==> config.mk <==
export PLATFORM = sky130hd
export DESIGN_NAME = plrc_perf_ctrl
export DESIGN_NICKNAME = d
export VERILOG_FILES = /design/src/logic/plrc_perf_ctrl.v
export VERILOG_INCLUDE_DIRS = /design/src /design/src/logic
export SDC_FILE = /design/constraint.sdc
export NUM_CORES = 1
export LEC_CHECK = 0
export BUFFER_PORTS_ARGS = -buffer_cell sky130_fd_sc_hd__buf_4
export CORE_MARGIN = 10
export CORE_UTILIZATION = 51
export DETAILED_ROUTE_END_ITERATION = 12
export PLACE_DENSITY_LB_ADDON = 0.2
export SKIP_LAST_GASP = 1
export SYNTH_ARGS = -nofsm -noshare
export SYNTH_HDL_FRONTEND = slang
export SYNTH_SLANG_ARGS = --single-unit
export TNS_END_PERCENT = 1
==> constraint.sdc <==
create_clock -name clk -period 7.63 [get_ports clk]
set_input_delay 0.763 -clock clk [delete_from_list [all_inputs] [get_ports clk]]
set_output_delay 0.763 -clock clk [all_outputs]
set_load 0.05 [all_outputs]
==> src/logic/plrc_defines.vh <==
`ifndef PLRC_DEFINES_VH
`define PLRC_DEFINES_VH

// ---------------------------------------------------------------
// Register byte offsets (word aligned)
// ---------------------------------------------------------------
`define PLRC_OFS_SLEEP     6'h00
`define PLRC_OFS_PERF      6'h04
`define PLRC_OFS_IRQCLR    6'h08
`define PLRC_OFS_IRQSET    6'h0C
`define PLRC_OFS_IRQFLAG   6'h10
`define PLRC_OFS_REGSYS    6'h14
`define PLRC_OFS_STDBY     6'h18
`define PLRC_OFS_STATUS    6'h1C
`define PLRC_ADDR_W        6

// ---------------------------------------------------------------
// Field codes and reset values
// ---------------------------------------------------------------
`define PLRC_SLP_IDLE      3'h2
`define PLRC_SLP_STANDBY   3'h4
`define PLRC_SLP_BACKUP    3'h5
`define PLRC_SLP_OFF       3'h6
`define PLRC_PL_LOW        2'h0
`define PLRC_PL_HIGH       2'h2
`define PLRC_SMOD_AUTO     2'h0
`define PLRC_SMOD_PERF     2'h1
`define PLRC_SMOD_LP       2'h2
`define PLRC_RST_SLEEP     3'h2
`define PLRC_RST_STEP      4'h0
`define PLRC_RST_PER       3'h0

// Register-system bit positions
`define PLRC_RS_SEL        0
`define PLRC_RS_LOWPOWER_REGULATOR_EFFICIENCY      1
`define PLRC_RS_STEP_LO    4
`define PLRC_RS_STEP_HI    7
`define PLRC_RS_PER_LO     8
`define PLRC_RS_PER_HI     10

// ---------------------------------------------------------------
// Voltage ramp: base step 5 mV, base period 1 us at 40 MHz
// ---------------------------------------------------------------
`define PLRC_STEP_MV       12'd5
`define PLRC_CLK_MHZ       40
`define PLRC_PER_NS        1000
`define PLRC_CLK_NS        25
// One base period of 1 us is 40 cycles of the 25 ns clock
`define PLRC_PER_CYC       16'd40
`define PLRC_VLOW_MV       12'd900
`define PLRC_VHIGH_MV      12'd1200
`define PLRC_VSTBY_MV      12'd800
`define PLRC_CNT_W         16

`endif

==> src/logic/plrc_perf_ctrl.v <==
// Decided for this implementation: the register addresses and register access over Wishbone.
`timescale 1ns/100ps
`include "plrc_defines.vh"

// Notes on behaviour
// - Sleep request with off code 0x6 stops all regulators, oscillators and peripherals.
// - Off state left only by pin reset or power-on reset, never by interrupts.
// - Level select 0x0 gives low core voltage; 0x2 gives highest voltage.
// - Level change never touches oscillator, prescaler or clock generator settings.
// - Ready flag sets after voltage settles; software waits before raising clock. Code sets it only when an upward ramp settles.
// - Ready flag raises interrupt when its enable was set via enable-set register.
// - Main regulator feeds core in active and idle; standby uses main or low-power.
// - Main regulator starts on linear stage; select bit switches to buck stage.
// - Standby with domains active keeps low-power regulator unless mode is performance, or auto with a task and clocks requested.
// - Standby uses low-power regulator when mode two, or auto with no task.
// - Core voltage ramps in steps on level change, standby entry/exit, task start.
// - Step height resets to zero meaning 5mV; higher codes give larger steps.
// - Step period resets to zero meaning 1us; other codes set longer delays.
// - Sleep codes: idle 0x2, standby 0x4, backup 0x5, alongside off.
module plrc_perf_ctrl (
  // Clock and reset
  input  wire        clk,
  input  wire        sys_rst,
  // Wishbone classic slave
  input  wire        wb_cyc_i,
  input  wire        wb_stb_i,
  input  wire        wb_we_i,
  input  wire [5:0]  wb_adr_i,
  input  wire [3:0]  wb_sel_i,
  input  wire [31:0] wb_dat_i,
  output reg  [31:0] wb_dat_o,
  output wire        wb_ack_o,
  // Processor and system events
  input  wire        waitForInterruptInstr,
  input  wire        wakeIrq,
  input  wire        domainsActive,
  input  wire        clocksRequested,
  input  wire        autonomousTask,
  // Power outputs
  output reg  [2:0]  sleepState,
  output reg         deviceOff,
  output reg         mainRegulatorOn,
  output reg         lowpowerRegulatorOn,
  output reg         buckSelected,
  output reg  [11:0] coreSupplyMv,
  output wire        irq
);

  // ---------------------------------------------------------------
  // Sleep state codes
  // ---------------------------------------------------------------
  localparam [2:0] ST_ACTIVE = 3'h0;

  // ---------------------------------------------------------------
  // Registers
  // ---------------------------------------------------------------
  reg  [2:0]             sleepStateSelect;
  reg  [1:0]             perfLevelSelect;
  reg                    irqEnable;
  reg                    perfLevelReadyFlag;
  reg                    regSel;
  reg                    lowpower_regulator_efficiency;
  reg  [3:0]             stepHeight;
  reg  [2:0]             stepPeriod;
  reg  [1:0]             switchMode;
  reg                    ackReg;
  reg  [11:0]            targetMv;
  reg  [`PLRC_CNT_W-1:0] stepCnt;
  reg                    ramping;
  reg                    rampWasUp;
  reg  [11:0]            next_target;

  wire                   busReq   = wb_cyc_i & wb_stb_i;
  // Writes land on the edge that ends the ack cycle, while the request still stands
  wire                   wrStrobe = busReq & wb_we_i & ackReg & wb_sel_i[0];
  wire                   wrHi     = busReq & wb_we_i & ackReg & wb_sel_i[1];
  // Off entry cuts the supplies on the same edge that raises deviceOff
  wire                   offEntry = (sleepState == ST_ACTIVE) & waitForInterruptInstr &
                                    (sleepStateSelect == `PLRC_SLP_OFF);
  wire [11:0]            stepMv;
  wire [`PLRC_CNT_W-1:0] perCycles;
  wire                   inStandby = (sleepState == `PLRC_SLP_STANDBY);
  wire                   rampDone;
  wire                   readySet;

  assign wb_ack_o = ackReg;

  // Step height scales the 5 mV base step linearly
  assign stepMv = (stepHeight + 12'd1) * `PLRC_STEP_MV;

  // Period code doubles the 1 us base delay per code
  assign perCycles = `PLRC_PER_CYC << stepPeriod;

  // ---------------------------------------------------------------
  // Ramp target selection
  // ---------------------------------------------------------------
  // Standby drops to retention voltage unless a task needs the level
  always @* begin
    if (inStandby && !autonomousTask) begin
      next_target = `PLRC_VSTBY_MV;
    end else if (perfLevelSelect == `PLRC_PL_HIGH) begin
      next_target = `PLRC_VHIGH_MV;
    end else begin
      next_target = `PLRC_VLOW_MV;
    end
  end

  assign rampDone = (coreSupplyMv == targetMv);
  // Ready only on completion of an upward ramp, so software can wait on it
  assign readySet = ramping & rampDone & rampWasUp;

  // ---------------------------------------------------------------
  // Wishbone slave: one registered ack per request, a cycle after the strobe
  // ---------------------------------------------------------------
  always @(posedge clk) begin
    if (sys_rst) begin
      ackReg <= 1'b0;
    end else begin
      ackReg <= busReq & ~ackReg;
    end
  end

  // Read mux; unmapped offsets read zero
  always @(posedge clk) begin
    if (sys_rst) begin
      wb_dat_o <= 32'h00000000;
    end else if (busReq && !wb_we_i && !ackReg) begin
      case (wb_adr_i)
        `PLRC_OFS_SLEEP:   wb_dat_o <= {29'h0, sleepStateSelect};
        `PLRC_OFS_PERF:    wb_dat_o <= {30'h0, perfLevelSelect};
        `PLRC_OFS_IRQCLR:  wb_dat_o <= {31'h0, irqEnable};
        `PLRC_OFS_IRQSET:  wb_dat_o <= {31'h0, irqEnable};
        `PLRC_OFS_IRQFLAG: wb_dat_o <= {31'h0, perfLevelReadyFlag};
        `PLRC_OFS_REGSYS:  wb_dat_o <= {21'h0, stepPeriod, stepHeight, 2'h0, lowpower_regulator_efficiency, regSel};
        `PLRC_OFS_STDBY:   wb_dat_o <= {30'h0, switchMode};
        `PLRC_OFS_STATUS:  wb_dat_o <= {19'h0, coreSupplyMv, ramping};
        default:           wb_dat_o <= 32'h00000000;
      endcase
    end
  end

  // ---------------------------------------------------------------
  // Configuration registers
  // ---------------------------------------------------------------
  // Only power-management fields live here; clock settings are untouched
  always @(posedge clk) begin
    if (sys_rst) begin
      sleepStateSelect <= `PLRC_RST_SLEEP;
      perfLevelSelect  <= `PLRC_PL_HIGH;
      irqEnable        <= 1'b0;
      regSel           <= 1'b0;
      lowpower_regulator_efficiency            <= 1'b0;
      stepHeight       <= `PLRC_RST_STEP;
      stepPeriod       <= `PLRC_RST_PER;
      switchMode       <= `PLRC_SMOD_AUTO;
    end else if (wrStrobe) begin
      case (wb_adr_i)
        `PLRC_OFS_SLEEP:  sleepStateSelect <= wb_dat_i[2:0];
        `PLRC_OFS_PERF: begin
          // Only two levels exist; other codes are ignored
          if (wb_dat_i[1:0] == `PLRC_PL_LOW || wb_dat_i[1:0] == `PLRC_PL_HIGH) begin
            perfLevelSelect <= wb_dat_i[1:0];
          end
        end
        `PLRC_OFS_IRQSET: if (wb_dat_i[0]) irqEnable <= 1'b1;
        `PLRC_OFS_IRQCLR: if (wb_dat_i[0]) irqEnable <= 1'b0;
        `PLRC_OFS_REGSYS: begin
          regSel     <= wb_dat_i[`PLRC_RS_SEL];
          lowpower_regulator_efficiency      <= wb_dat_i[`PLRC_RS_LOWPOWER_REGULATOR_EFFICIENCY];
          stepHeight <= wb_dat_i[`PLRC_RS_STEP_HI:`PLRC_RS_STEP_LO];
        end
        `PLRC_OFS_STDBY:  switchMode <= wb_dat_i[1:0];
        default: ;
      endcase
    end
    if (!sys_rst && wrHi && wb_adr_i == `PLRC_OFS_REGSYS) begin
      stepPeriod <= wb_dat_i[`PLRC_RS_PER_HI:`PLRC_RS_PER_LO];
    end
  end

  // Ready flag: hardware set wins over a write-one clear
  always @(posedge clk) begin
    if (sys_rst) begin
      perfLevelReadyFlag <= 1'b0;
    end else if (readySet) begin
      perfLevelReadyFlag <= 1'b1;
    end else if (wrStrobe && wb_adr_i == `PLRC_OFS_IRQFLAG && wb_dat_i[0]) begin
      perfLevelReadyFlag <= 1'b0;
    end
  end

  // Level interrupt while the unmasked flag stands
  assign irq = perfLevelReadyFlag & irqEnable;

  // ---------------------------------------------------------------
  // Sleep state machine
  // ---------------------------------------------------------------
  // Off is absorbing: only sys_rst (pin or power-on reset) leaves it
  always @(posedge clk) begin
    if (sys_rst) begin
      sleepState <= ST_ACTIVE;
      deviceOff  <= 1'b0;
    end else begin
      case (sleepState)
        ST_ACTIVE: begin
          if (waitForInterruptInstr) begin
            case (sleepStateSelect)
              `PLRC_SLP_IDLE, `PLRC_SLP_STANDBY, `PLRC_SLP_BACKUP:
                sleepState <= sleepStateSelect;
              `PLRC_SLP_OFF: begin
                sleepState <= `PLRC_SLP_OFF;
                deviceOff  <= 1'b1;
              end
              default: ;
            endcase
          end
        end
        `PLRC_SLP_IDLE, `PLRC_SLP_STANDBY: begin
          if (wakeIrq) sleepState <= ST_ACTIVE;
        end
        `PLRC_SLP_BACKUP: begin
          if (wakeIrq) sleepState <= ST_ACTIVE;
        end
        `PLRC_SLP_OFF: sleepState <= `PLRC_SLP_OFF;
        default: sleepState <= ST_ACTIVE;
      endcase
    end
  end

  // ---------------------------------------------------------------
  // Regulator selection
  // ---------------------------------------------------------------
  // Low-power regulator only in standby, when the mode allows it or no domain is active
  always @(posedge clk) begin
    if (sys_rst) begin
      mainRegulatorOn     <= 1'b1;
      lowpowerRegulatorOn <= 1'b0;
      buckSelected        <= 1'b0;
    end else begin
      buckSelected <= regSel & ~deviceOff & ~offEntry;
      case (sleepState)
        `PLRC_SLP_OFF, `PLRC_SLP_BACKUP: begin
          mainRegulatorOn     <= 1'b0;
          lowpowerRegulatorOn <= 1'b0;
        end
        `PLRC_SLP_STANDBY: begin
          if (switchMode == `PLRC_SMOD_LP ||
              (switchMode == `PLRC_SMOD_AUTO && !autonomousTask) ||
              (switchMode != `PLRC_SMOD_PERF && !clocksRequested) ||
              !domainsActive) begin
            mainRegulatorOn     <= 1'b0;
            lowpowerRegulatorOn <= 1'b1;
          end else begin
            mainRegulatorOn     <= 1'b1;
            lowpowerRegulatorOn <= 1'b0;
          end
        end
        default: begin
          mainRegulatorOn     <= ~offEntry;
          lowpowerRegulatorOn <= 1'b0;
        end
      endcase
    end
  end

  // ---------------------------------------------------------------
  // Stepped voltage ramp
  // ---------------------------------------------------------------
  // Steps limit inrush current at the cost of a longer transition
  always @(posedge clk) begin
    if (sys_rst) begin
      coreSupplyMv <= `PLRC_VHIGH_MV;
      targetMv     <= `PLRC_VHIGH_MV;
      stepCnt      <= {`PLRC_CNT_W{1'b0}};
      ramping      <= 1'b0;
      rampWasUp    <= 1'b0;
    end else if (deviceOff) begin
      coreSupplyMv <= 12'h000;
      ramping      <= 1'b0;
    end else begin
      if (next_target != targetMv) begin
        // New trigger: level change, standby edge or task start
        targetMv  <= next_target;
        rampWasUp <= (next_target > coreSupplyMv);
        ramping   <= 1'b1;
        stepCnt   <= perCycles;
      end else if (ramping) begin
        if (rampDone) begin
          ramping <= 1'b0;
        end else if (stepCnt > 1) begin
          stepCnt <= stepCnt - 1'b1;
        end else begin
          stepCnt <= perCycles;
          if (coreSupplyMv < targetMv) begin
            coreSupplyMv <= (targetMv - coreSupplyMv > stepMv) ?
                            coreSupplyMv + stepMv : targetMv;
          end else begin
            coreSupplyMv <= (coreSupplyMv - targetMv > stepMv) ?
                            coreSupplyMv - stepMv : targetMv;
          end
        end
      end
    end
  end

endmodule // plrc_perf_ctrl

-- Yosys cells after proc, flatten, opt, wreduce, memory -nomap -nowiden
Index checks and enable logic that the tools add are counted.
- bits in registers: 100
- logic and storage cells: 162
- add/sub/neg operators: 6
- $mul: 1
- $lt $le $gt $ge: 5
- equality and inequality tests: 30
- shift-type cells: 1
- mux-type cells: 32
- bitwise gates (word level): 20
- reductions and logical operators: 45
- operators by type and width (cell ; count):
    $pmux 13 s7 ; 1
    $mux 11 ; 7
    $mux 16 ; 4
    $mux 12 ; 3
    $eq 6x5->1 const B ; 4
    $gt 12x8->1 ; 2
    $sub 12x12->12 ; 2
    $eq 3x3->1 const B ; 6
    $gt 16x1->1 const B ; 1
    $shl 6x3->16 const A ; 1
    $sub 16x1->16 const B ; 1
    $and 1x1->1 ; 13
    $add 12x8->12 ; 1
    $eq 12x12->1 ; 1
    $eq 6x4->1 const B ; 2
    $gt 11x12->1 ; 1
    $lt 12x12->1 ; 1
    $mux 3 ; 4
    $ne 12x12->1 ; 1
    $ne 2x2->1 const B ; 6
    $reduce_and 3->1 ; 4
    $reduce_and 4->1 ; 3
    $sub 12x8->12 ; 1
    $reduce_bool 2->1 ; 5
    21 further kinds ; 65

-- Depth between registers and ports, before layout
Gate-level depths: netlist of run 1.
- depth in word-level cells: 10
- gate-level depth with buffers: 18
- gate-level depth less buffers: 17

-- Worst setup path after synthesis of run 1
Ideal clock, no wire load.
- path kind: register to register
- from: register stepHeight[0]
- to: register coreSupplyMv[11]
- data arrival time: 3944 ps
- data required time: 7556 ps
- path slack: 3611 ps
- cell stages (with the launch flop): 16
- buffers on the path: 1
- clock period less this slack: 4019 ps
- cell sequence: dfxtp_1 > ha_1 > and3_1 > ha_1 > fa_1 > xor2_1 > xnor3_1 > ha_1 > clkbuf_1 > o21bai_1 > o221ai_1 > a21oi_1 > nor2_1 > nor4b_1 > or4b_1 > a31oi_1
- cells in the longest elaborated chain, start to end: 5
- elaborated cells between the ends (all ways): 9
- ends and longest elaborated chain (what ; RTL line ; RTL):
    start, declared ; plrc_perf_ctrl.v:63 ; reg [3:0] stepHeight;
    start signal, assigned ; plrc_perf_ctrl.v:153 ; stepHeight <= `PLRC_RST_STEP;
    start signal, assigned ; plrc_perf_ctrl.v:170 ; stepHeight <= wb_dat_i[`PLRC_RS_STEP_HI:`PLRC_RS_STEP_LO];
    $add 4x1->5 * ; plrc_perf_ctrl.v:89 ; assign stepMv = (stepHeight + 12'd1) * `PLRC_STEP_MV;
    $mul 5x3->8 (no line) * ; - ;
    $sub 12x8->12, or another cell as far along ; plrc_perf_ctrl.v:299 ; coreSupplyMv - stepMv : targetMv;
    $mux 12, on equally long branches ; plrc_perf_ctrl.v:298, plrc_perf_ctrl.v:295 ;
    $mux 12 * ; plrc_perf_ctrl.v:294 ; if (coreSupplyMv < targetMv) begin
    end signal, assigned ; plrc_perf_ctrl.v:272 ; coreSupplyMv <= `PLRC_VHIGH_MV;
    end signal, assigned ; plrc_perf_ctrl.v:295 ; coreSupplyMv <= (targetMv - coreSupplyMv > stepMv) ?
    end signal, assigned ; plrc_perf_ctrl.v:298 ; coreSupplyMv <= (coreSupplyMv - targetMv > stepMv) ?
    end, declared ; plrc_perf_ctrl.v:45 ; output reg [11:0] coreSupplyMv,
Mark *: on every way between the ends. The rest lies on a longest branch, timed or not.
A chain may end at the register's enable or synchronous reset.

-- Worst setup path in the final report of run 1
- from: register stepHeight[2]
- to: register coreSupplyMv[4]
- cells in the longest elaborated chain, start to end: 10
- elaborated cells between the ends (all ways): 14
- ends and longest elaborated chain (what ; RTL line ; RTL):
    $add 4x1->5 * ; plrc_perf_ctrl.v:89 ;
    $mul 5x3->8 (no line) * ; - ;
    $sub 12x8->12, or another cell as far along ; plrc_perf_ctrl.v:299 ;
    $mux 12, on equally long branches ; plrc_perf_ctrl.v:298, plrc_perf_ctrl.v:295 ;
    $mux 12 * ; plrc_perf_ctrl.v:294 ;
    $mux 11 * ; plrc_perf_ctrl.v:290 ; end else if (stepCnt > 1) begin
    $mux 11 * ; plrc_perf_ctrl.v:288 ; if (rampDone) begin
    $mux 11 * ; plrc_perf_ctrl.v:287 ; end else if (ramping) begin
    $mux 11 * ; plrc_perf_ctrl.v:281 ; if (next_target != targetMv) begin
    $mux 11 * ; plrc_perf_ctrl.v:277 ; end else if (deviceOff) begin
Mark *: on every way between the ends. The rest lies on a longest branch, timed or not. The select of a mux whose other input is x is not followed.

==> results of run 1 <==
==> power groups by stage <==
stage	Sequential [mW]	Combinational (mW)	Clock, mW
2_1_floorplan	0.426	0.401	0
3_3_place_gp	0.428	0.458	0
3_5_place_dp	0.429	0.474	0
4_1_cts	0.421	0.479	0.440
5_1_grt	0.424	0.536	0.454
6_report	0.422	0.488	0.437
==> layout make-up <==
cell class | instances | area share [%]
clock inverters | 6 | 0.9771
repair buffers | 63 | 6.969
well taps | 143 | 2.636
inverters | 49 | 2.710
flip-flops and latches | 74 | 22.27
multi-input cells | 641 | 60.91
clock buffers | 10 | 3.521
==> worst reg2reg max path: cells and delay by family (launching register included) <==
kind	cells	cell delay (ps)
DFF	1	440
and+or+nand+nor	4	890
xor gates and xnor gates	2	410
adders and majority gates	4	1280
AOI/OAI and AO/OA	5	1360
buffers and inverters	1	200
==> worst min path at each step <==
| stage | end | slack (ps) | depth (start not counted) |
|---|---|---|---|
| 3_3_place_gp | wb_dat_o[3]$_SDFFE_PP0P_ | 440 | 2 |
| 2_1_floorplan | perfLevelReadyFlag$_SDFFE_PP0P_ | 440 | 2 |
| 4_1_cts | wb_dat_o[11]$_SDFFE_PP0P_ | 470 | 2 |
| 6_report | wb_dat_o[11]$_SDFFE_PP0P_ | 470 | 2 |
| 3_5_place_dp | wb_dat_o[3]$_SDFFE_PP0P_ | 450 | 2 |
| 5_1_grt | perfLevelReadyFlag$_SDFFE_PP0P_ | 490 | 2 |
==> per-stage QoR <==
step                cells  power (mW)
floorplan             826      0.8274
global placement      970      0.8858
detailed placement    970      0.9037
CTS                   986       1.339
global route          986       1.414
finish                986       1.346
==> layout by cell type, fill, tap and decap left out, drive strengths merged, types with 14 or more instances in the layout <==
master  count
xnor2      16
inv        49
a211oi     17
a21oi      74
nand3      29
xor2       14
nor2b      14
nor3       37
buf        63
mux2i      16
conb       19
ha         56
o21ai      38
nor2       96
nand2      56
dfxtp      71
==> flip-flops by register name, summed over array words and instances, names as in the netlist <==
| signal | count |
|---|---|
| buckSelected | 1 |
| coreSupplyMv | 12 |
| deviceOff | 1 |
| irqEnable | 1 |
| lowpowerRegulatorOn | 1 |
| lowpower_regulator_efficiency | 1 |
| mainRegulatorOn | 1 |
| perfLevelReadyFlag | 1 |
| perfLevelSelect | 2 |
| rampWasUp | 1 |
| ramping | 1 |
| regSel | 1 |
| sleepState | 3 |
| sleepStateSelect | 3 |
| stepCnt | 16 |
| stepHeight | 4 |
| stepPeriod | 3 |
| switchMode | 2 |
| targetMv | 5 |
| wb_ack_o | 1 |
| wb_dat_o | 13 |
==> cells by family after synthesis <==
group / count (synthesis)
other: 1
AO/OA/AOI/OAI: 206
AND/OR/NAND/NOR: 308
multiplexers: 17
XOR/XNOR: 31
flip-flops: 74
buffers and inverters: 111
adder cells (fa/ha/maj): 60
==> routing by layer <==
layer | vias to the layer above | GRT usage [%] | share of wire, %
met5 | - | 0 | 0
met4 | 0 | 6.622 | 2.4
met3 | 44 | 5.302 | 7.1
met2 | 241 | 34.84 | 46
met1 | 2813 | 26.20 | 44
li1 | 2894 | - | -
==> impl_metrics.py, run 1 <==
metrics = {
    "run_status": {
        "status": "complete, no violations",
    },
    "synth": {
        "avgSynthCellArea_sq_um": 7.526,
        "synthTopCellsByCount": "nor2_1, a21oi_1, dfxtp_1",
        "synthSimpleGateAreaFrac_pct": 24.92,
        "ys_seq_area_share_pct": 24.86,
        "ys_ff_latch": 74,
        "postSynth.asyncResetShare_pct": 0,
        "synthCells": 808,
        "synth_top_area_cell": "dfxtp_1",
        "synth_top_family_by_area": "simple AND/OR/NAND/NOR gates",
        "synth-xor-area-share_pct": 4.691,
        "syn_area_sq_um": 6081,
        "ys.flop_type": "dfxtp_1",
        "synth.mux.area_fraction_pct": 3.004,
        "yosysMostFrequentCell": "nor2_1",
        "synth_area_leaders": "dfxtp_1, ha_1, a21oi_1, nor2_1, nand2_1",
        "yosys_warnings": 0,
        "synthAdderAreaFrac_pct": 12.67,
        "ys_types": 71,
        "synth-compound-area-share_pct": 21.52,
        "synth_top_area_share_pct": 23.37,
        "synth_edf_count": 3,
    },
    "power": {
        "p_int_mw": 0.8134,
        "ir_drop_mv": 0.1579,
        "power_density_nw_per_um2": 198.4,
        "power_switching_mw": 0.5331,
        "power_frac_seq_pct": 31.3,
        "netSwitchingFraction_pct": 39.59,
        "p_clk_share_pct": 32.5,
        "leakage_nw": 2.940,
        "comb_power_share_pct": 36.2,
    },
    "floorplan": {
        "die_w_microns": 129.2,
        "initial_core_util_pct": 52.58,
        "io_pins": 105,
        "dieArea_sq_um": 16690,
        "coreArea_sq_um": 11560,
        "die_h_microns": 129.2,
        "rows": 39,
    },
    "timing": {
        "min_period_over_period_pct": 61.01,
        "fin_tns_setup_ps": 0,
        "hold_viol": 0,
        "relSlewSlack_pct": 30.24,
        "finClkSkew_ps": 10.38,
        "setup_slack_ps": 2975,
        "holdWs_ps": 467.4,
        "drv_slew": 0,
        "fmax_mhz": 214.8,
        "setup_violations": 0,
        "worstMarginPinSlew_ps": 1044,
        "period_minus_slack_ps": 4655,
        "rsz0062_at_grt": "false",
    },
    "clock_network": {
        "cts-resized-gates": 0,
        "cts_sinks": 74,
        "h-tree-depth": 3,
        "clk_latency_ps": 340,
        "cts.path.max_buffers": 2,
        "root_buffer": "clkbuf_16",
        "numCtsBuffers": 9,
        "cts_setup_buffers": 0,
        "cts_tree": "yes",
        "cts_hold_buf": 0,
        "path_clk_slew_ps": 70,
    },
    "placement": {
        "io_buffers": 61,
        "dp_hpwl_microns": 13650,
        "placed_area_sq_um": 6481,
        "gp_congestion": 0.9250,
        "pre_cts_slack_ps": 3046,
    },
    "cells_and_area": {
        "multiInputGateArea_sq_um": 4134,
        "area_growth_pct": 11.60,
        "fin_util_pct": 58.68,
        "final_area_sq_um": 6787,
        "num-fill-cells": 1080,
        "nNetsFinal": 949,
        "drive_gt1_share_pct": 11.03,
        "regArea_sq_um": 1511,
        "n_antenna_cell": 0,
    },
    "global_route": {
        "antenna_found_initial": 0,
        "grt_pass1_wl_microns": 28760,
        "grt.total_usage_pct": 21.02,
        "first_global_vias": 5736,
        "grt-ovfl-total": 0,
        "grt_start_max_net_pins": 61,
    },
    "worst_setup_path": {
        "required_ps": 7890,
        "critPathKind": "flop to flop",
        "reg2reg_to": "coreSupplyMv[4]$_SDFFE_PP1P_",
        "cp.depth": 16,
        "cp_slowest_stage_delay_ps": 520,
        "path_common_cell": "ha_1",
        "endpoint": "coreSupplyMv[4]$_SDFFE_PP1P_",
        "cp_num_buf_inv": 1,
        "path_cells": "nand3_1 -> xor2_1 -> xnor2_1 -> ha_1 -> fa_1 -> maj3_1 -> and2_1 -> inv_1 -> ha_1 -> a2111oi_0 -> a31oi_1 -> o2bb2ai_1 -> a41o_1 -> nor3_1 -> or3_1 -> o21ai_0",
        "crit_family": "compound AO/OA/AOI/OAI gates",
        "startpoint": "stepHeight[2]$_SDFFE_PP0P_",
        "start_kind": "flop",
        "slowest_stage": "a41o_1",
        "regToRegSetupSlack_ps": 2970,
        "path_max_fanout": 14,
        "critPathArrivalTime_ps": 4920,
        "rr_worst_depth": 16,
        "rr_startpoint": "stepHeight[2]$_SDFFE_PP0P_",
        "end_kind": "flop",
    },
    "drt": {
        "drt_iter0_drc": 533,
        "viasPerCell": 6.077,
        "vias": 5992,
        "drtAntennaViolNets": 0,
        "wl_per_cell_microns": 18.29,
        "drcViolationCount": 0,
        "firstDrtPassIters": 6,
        "wl_microns": 18030,
    },
    "job": {
        "max_cap_viol_count": 0,
    },
    "worst_hold_path": {
        "hold_path_class": "flop to flop",
        "holdCritStartpoint": "wb_dat_o[11]$_SDFFE_PP0P_",
    },
}
(Power assumes the default switching activity.)
==> run 2, diff against run 1 <==
==> constraint.sdc (replaced) <==
create_clock -name clk -period 4.4 [get_ports clk]
set_input_delay 0.44 -clock clk [delete_from_list [all_inputs] [get_ports clk]]
set_output_delay 0.44 -clock clk [all_outputs]
set_load 0.05 [all_outputs]
==> run 2 against run 1 <==
Flip-flop and latch count stayed put. Register-to-register slack got worse by 2800 ps. Hold slack got worse by 180 ps. Final cell count is 1.7% higher. Critical path depth is the same. Sequential share of layout area shrank 0.53 points. Critical path type unchanged. Global-route usage fell by 0.15 points. Power is 79% higher. Via count increased by 0.52%. Critical endpoint is now coreSupplyMv[1]$_SDFFE_PP0P_. Routed wire length decreased by 0.62%.
==> impl_metrics.py, run 2 (same netlist as run 1, synthesis figures left out) <==
metrics = {
    "global_route": {
        "grt_pass1_wl_microns": 28650,
        "antenna_found_initial": 0,
        "grt_start_max_net_pins": 61,
        "grt.total_usage_pct": 20.87,
        "first_global_vias": 5714,
        "grt-ovfl-total": 0,
    },
    "drt": {
        "firstDrtPassIters": 6,
        "wl_microns": 17920,
        "drcViolationCount": 0,
        "drt_iter0_drc": 737,
        "viasPerCell": 6.005,
        "vias": 6023,
        "drtAntennaViolNets": 0,
        "wl_per_cell_microns": 17.87,
    },
    "floorplan": {
        "rows": 39,
        "die_h_microns": 129.2,
        "coreArea_sq_um": 11560,
        "initial_core_util_pct": 52.58,
        "die_w_microns": 129.2,
        "dieArea_sq_um": 16690,
        "io_pins": 105,
    },
    "worst_setup_path": {
        "slowest_stage": "fa_1",
        "rr_startpoint": "stepHeight[0]$_SDFFE_PP0P_",
        "critPathArrivalTime_ps": 4390,
        "path_max_fanout": 5,
        "reg2reg_to": "coreSupplyMv[1]$_SDFFE_PP0P_",
        "startpoint": "stepHeight[0]$_SDFFE_PP0P_",
        "required_ps": 4590,
        "rr_worst_depth": 16,
        "cp_slowest_stage_delay_ps": 460,
        "path_cells": "ha_1 -> and3_1 -> ha_1 -> fa_1 -> maj3_1 -> and2_1 -> inv_2 -> ha_1 -> a2111oi_2 -> a31oi_1 -> o2bb2ai_2 -> nand4_1 -> buf_4 -> buf_4 -> a32oi_1 -> a211oi_1",
        "start_kind": "flop",
        "path_common_cell": "ha_1",
        "regToRegSetupSlack_ps": 200,
        "critPathKind": "flop to flop",
        "endpoint": "coreSupplyMv[1]$_SDFFE_PP0P_",
        "end_kind": "flop",
    },
    "timing": {
        "min_period_over_period_pct": 95.41,
        "period_minus_slack_ps": 4198,
        "drv_slew": 0,
        "setup_violations": 0,
        "rsz0062_at_grt": "true",
        "relSlewSlack_pct": 47.96,
        "hold_viol": 0,
        "fmax_mhz": 238.2,
        "worstMarginPinSlew_ps": 780.6,
        "finClkSkew_ps": 10.19,
        "fin_tns_setup_ps": 0,
    },
    "clock_network": {
        "numCtsBuffers": 9,
        "clk_latency_ps": 340,
        "path_clk_slew_ps": 60,
        "h-tree-depth": 3,
        "root_buffer": "clkbuf_16",
        "cts_tree": "yes",
        "cts.path.max_buffers": 2,
        "cts_sinks": 74,
    },
    "power": {
        "ir_drop_mv": 0.2573,
        "leakage_nw": 3.042,
        "p_total_mw": 2.416,
        "power_density_nw_per_um2": 347.2,
    },
    "run_status": {
        "status": "complete, no violations",
    },
    "worst_hold_path": {
        "hold_path_class": "input pin to flop",
        "min_delay_path_depth": 2,
    },
    "cells_and_area": {
        "n_antenna_cell": 0,
        "final_common_cell": "nor2_1",
        "reg.largest.list": "stepCnt x16, wb_dat_o x13, coreSupplyMv x12",
        "multiInputGateArea_sq_um": 4159,
        "regArea_sq_um": 1513,
        "regMostFlops": "stepCnt",
        "area_growth_pct": 14.40,
        "layout_common_cells": "nor2_1, buf_4, a21oi_1",
        "nNetsFinal": 967,
        "largest_reg_flops": 16,
        "stdcell_count": 1003,
        "num-fill-cells": 1056,
        "fin_util_pct": 60.15,
        "drive_gt1_share_pct": 13.60,
    },
    "placement": {
        "io_buffers": 61,
        "dp_cells": 986,
        "dp_hpwl_microns": 13800,
        "gp_congestion": 0.9682,
    },
    "job": {
        "max_cap_viol_count": 0,
    },
}
==> run 2: what timing repair did <==
item / in CTS / in global routing
gates resized for setup: 1 / 10
hold buffers: 0 / 0
gates cloned: 0 / 0
setup endpoints to repair: 3 / 12
pin swaps: 0 / 2
setup buffers: 0 / 2
==> run 2: report_power, final <==
part,switching [mW],internal (mW),leakage (nW)
clock,0.290,0.487,0.150
sequential,0.0318,0.698,0.605
combinational,0.596,0.312,2.29
total,0.918,1.50,3.04
==> run 2: final cells by class <==
cell class / count / share of cell area (%)
multi-input combinational: 641 / 59.78
sequential: 74 / 21.74
timing repair buffer: 81 / 8.741
clock buffer: 12 / 3.849
inverter: 49 / 2.644
tap: 143 / 2.572
clock inverter: 3 / 0.6655
==> run 2: routing by layer <==
layer | global-route usage, % | wire, microns | up-vias
li1 | - | - | 2942
met1 | 26.96 | 8145 | 2847
met2 | 34.54 | 8385 | 209
met3 | 4.364 | 1089 | 25
met4 | 5.552 | 300 | 0
met5 | 0 | 0 | -
==> run 2: worst min path at each step <==
stage	slack, ps	startpoint	endpoint
after floorplan	440	perfLevelReadyFlag$_SDFFE_PP0P_	perfLevelReadyFlag$_SDFFE_PP0P_
after global placement	440	wb_dat_o[3]$_SDFFE_PP0P_	wb_dat_o[3]$_SDFFE_PP0P_
after detailed placement	450	wb_dat_o[11]$_SDFFE_PP0P_	wb_dat_o[11]$_SDFFE_PP0P_
after CTS	290	domainsActive	lowpowerRegulatorOn$_SDFF_PP0_
after global routing	300	domainsActive	lowpowerRegulatorOn$_SDFF_PP0_
final	290	domainsActive	lowpowerRegulatorOn$_SDFF_PP0_
==> run 2: critical path: cells and delay by family (launching register included) <==
family | cells | cell delay, ps
AOI/OAI and AO/OA | 5 | 1010
buffers and inverters | 3 | 440
adders and majority gates | 5 | 1650
and+or+nand+nor | 3 | 590
DFF | 1 | 350
==> run 2: per-stage QoR <==
stage	setup slack, ps	area [sq um]	hold WS (ps)
final	202.1	6957	291.7
after global routing	-23.99	6957	303.3
after CTS	-6.195	6917	289.4
after detailed placement	-93.87	6601	453.1
after global placement	63.63	6601	439.3
after floorplan	381.4	6148	437.4
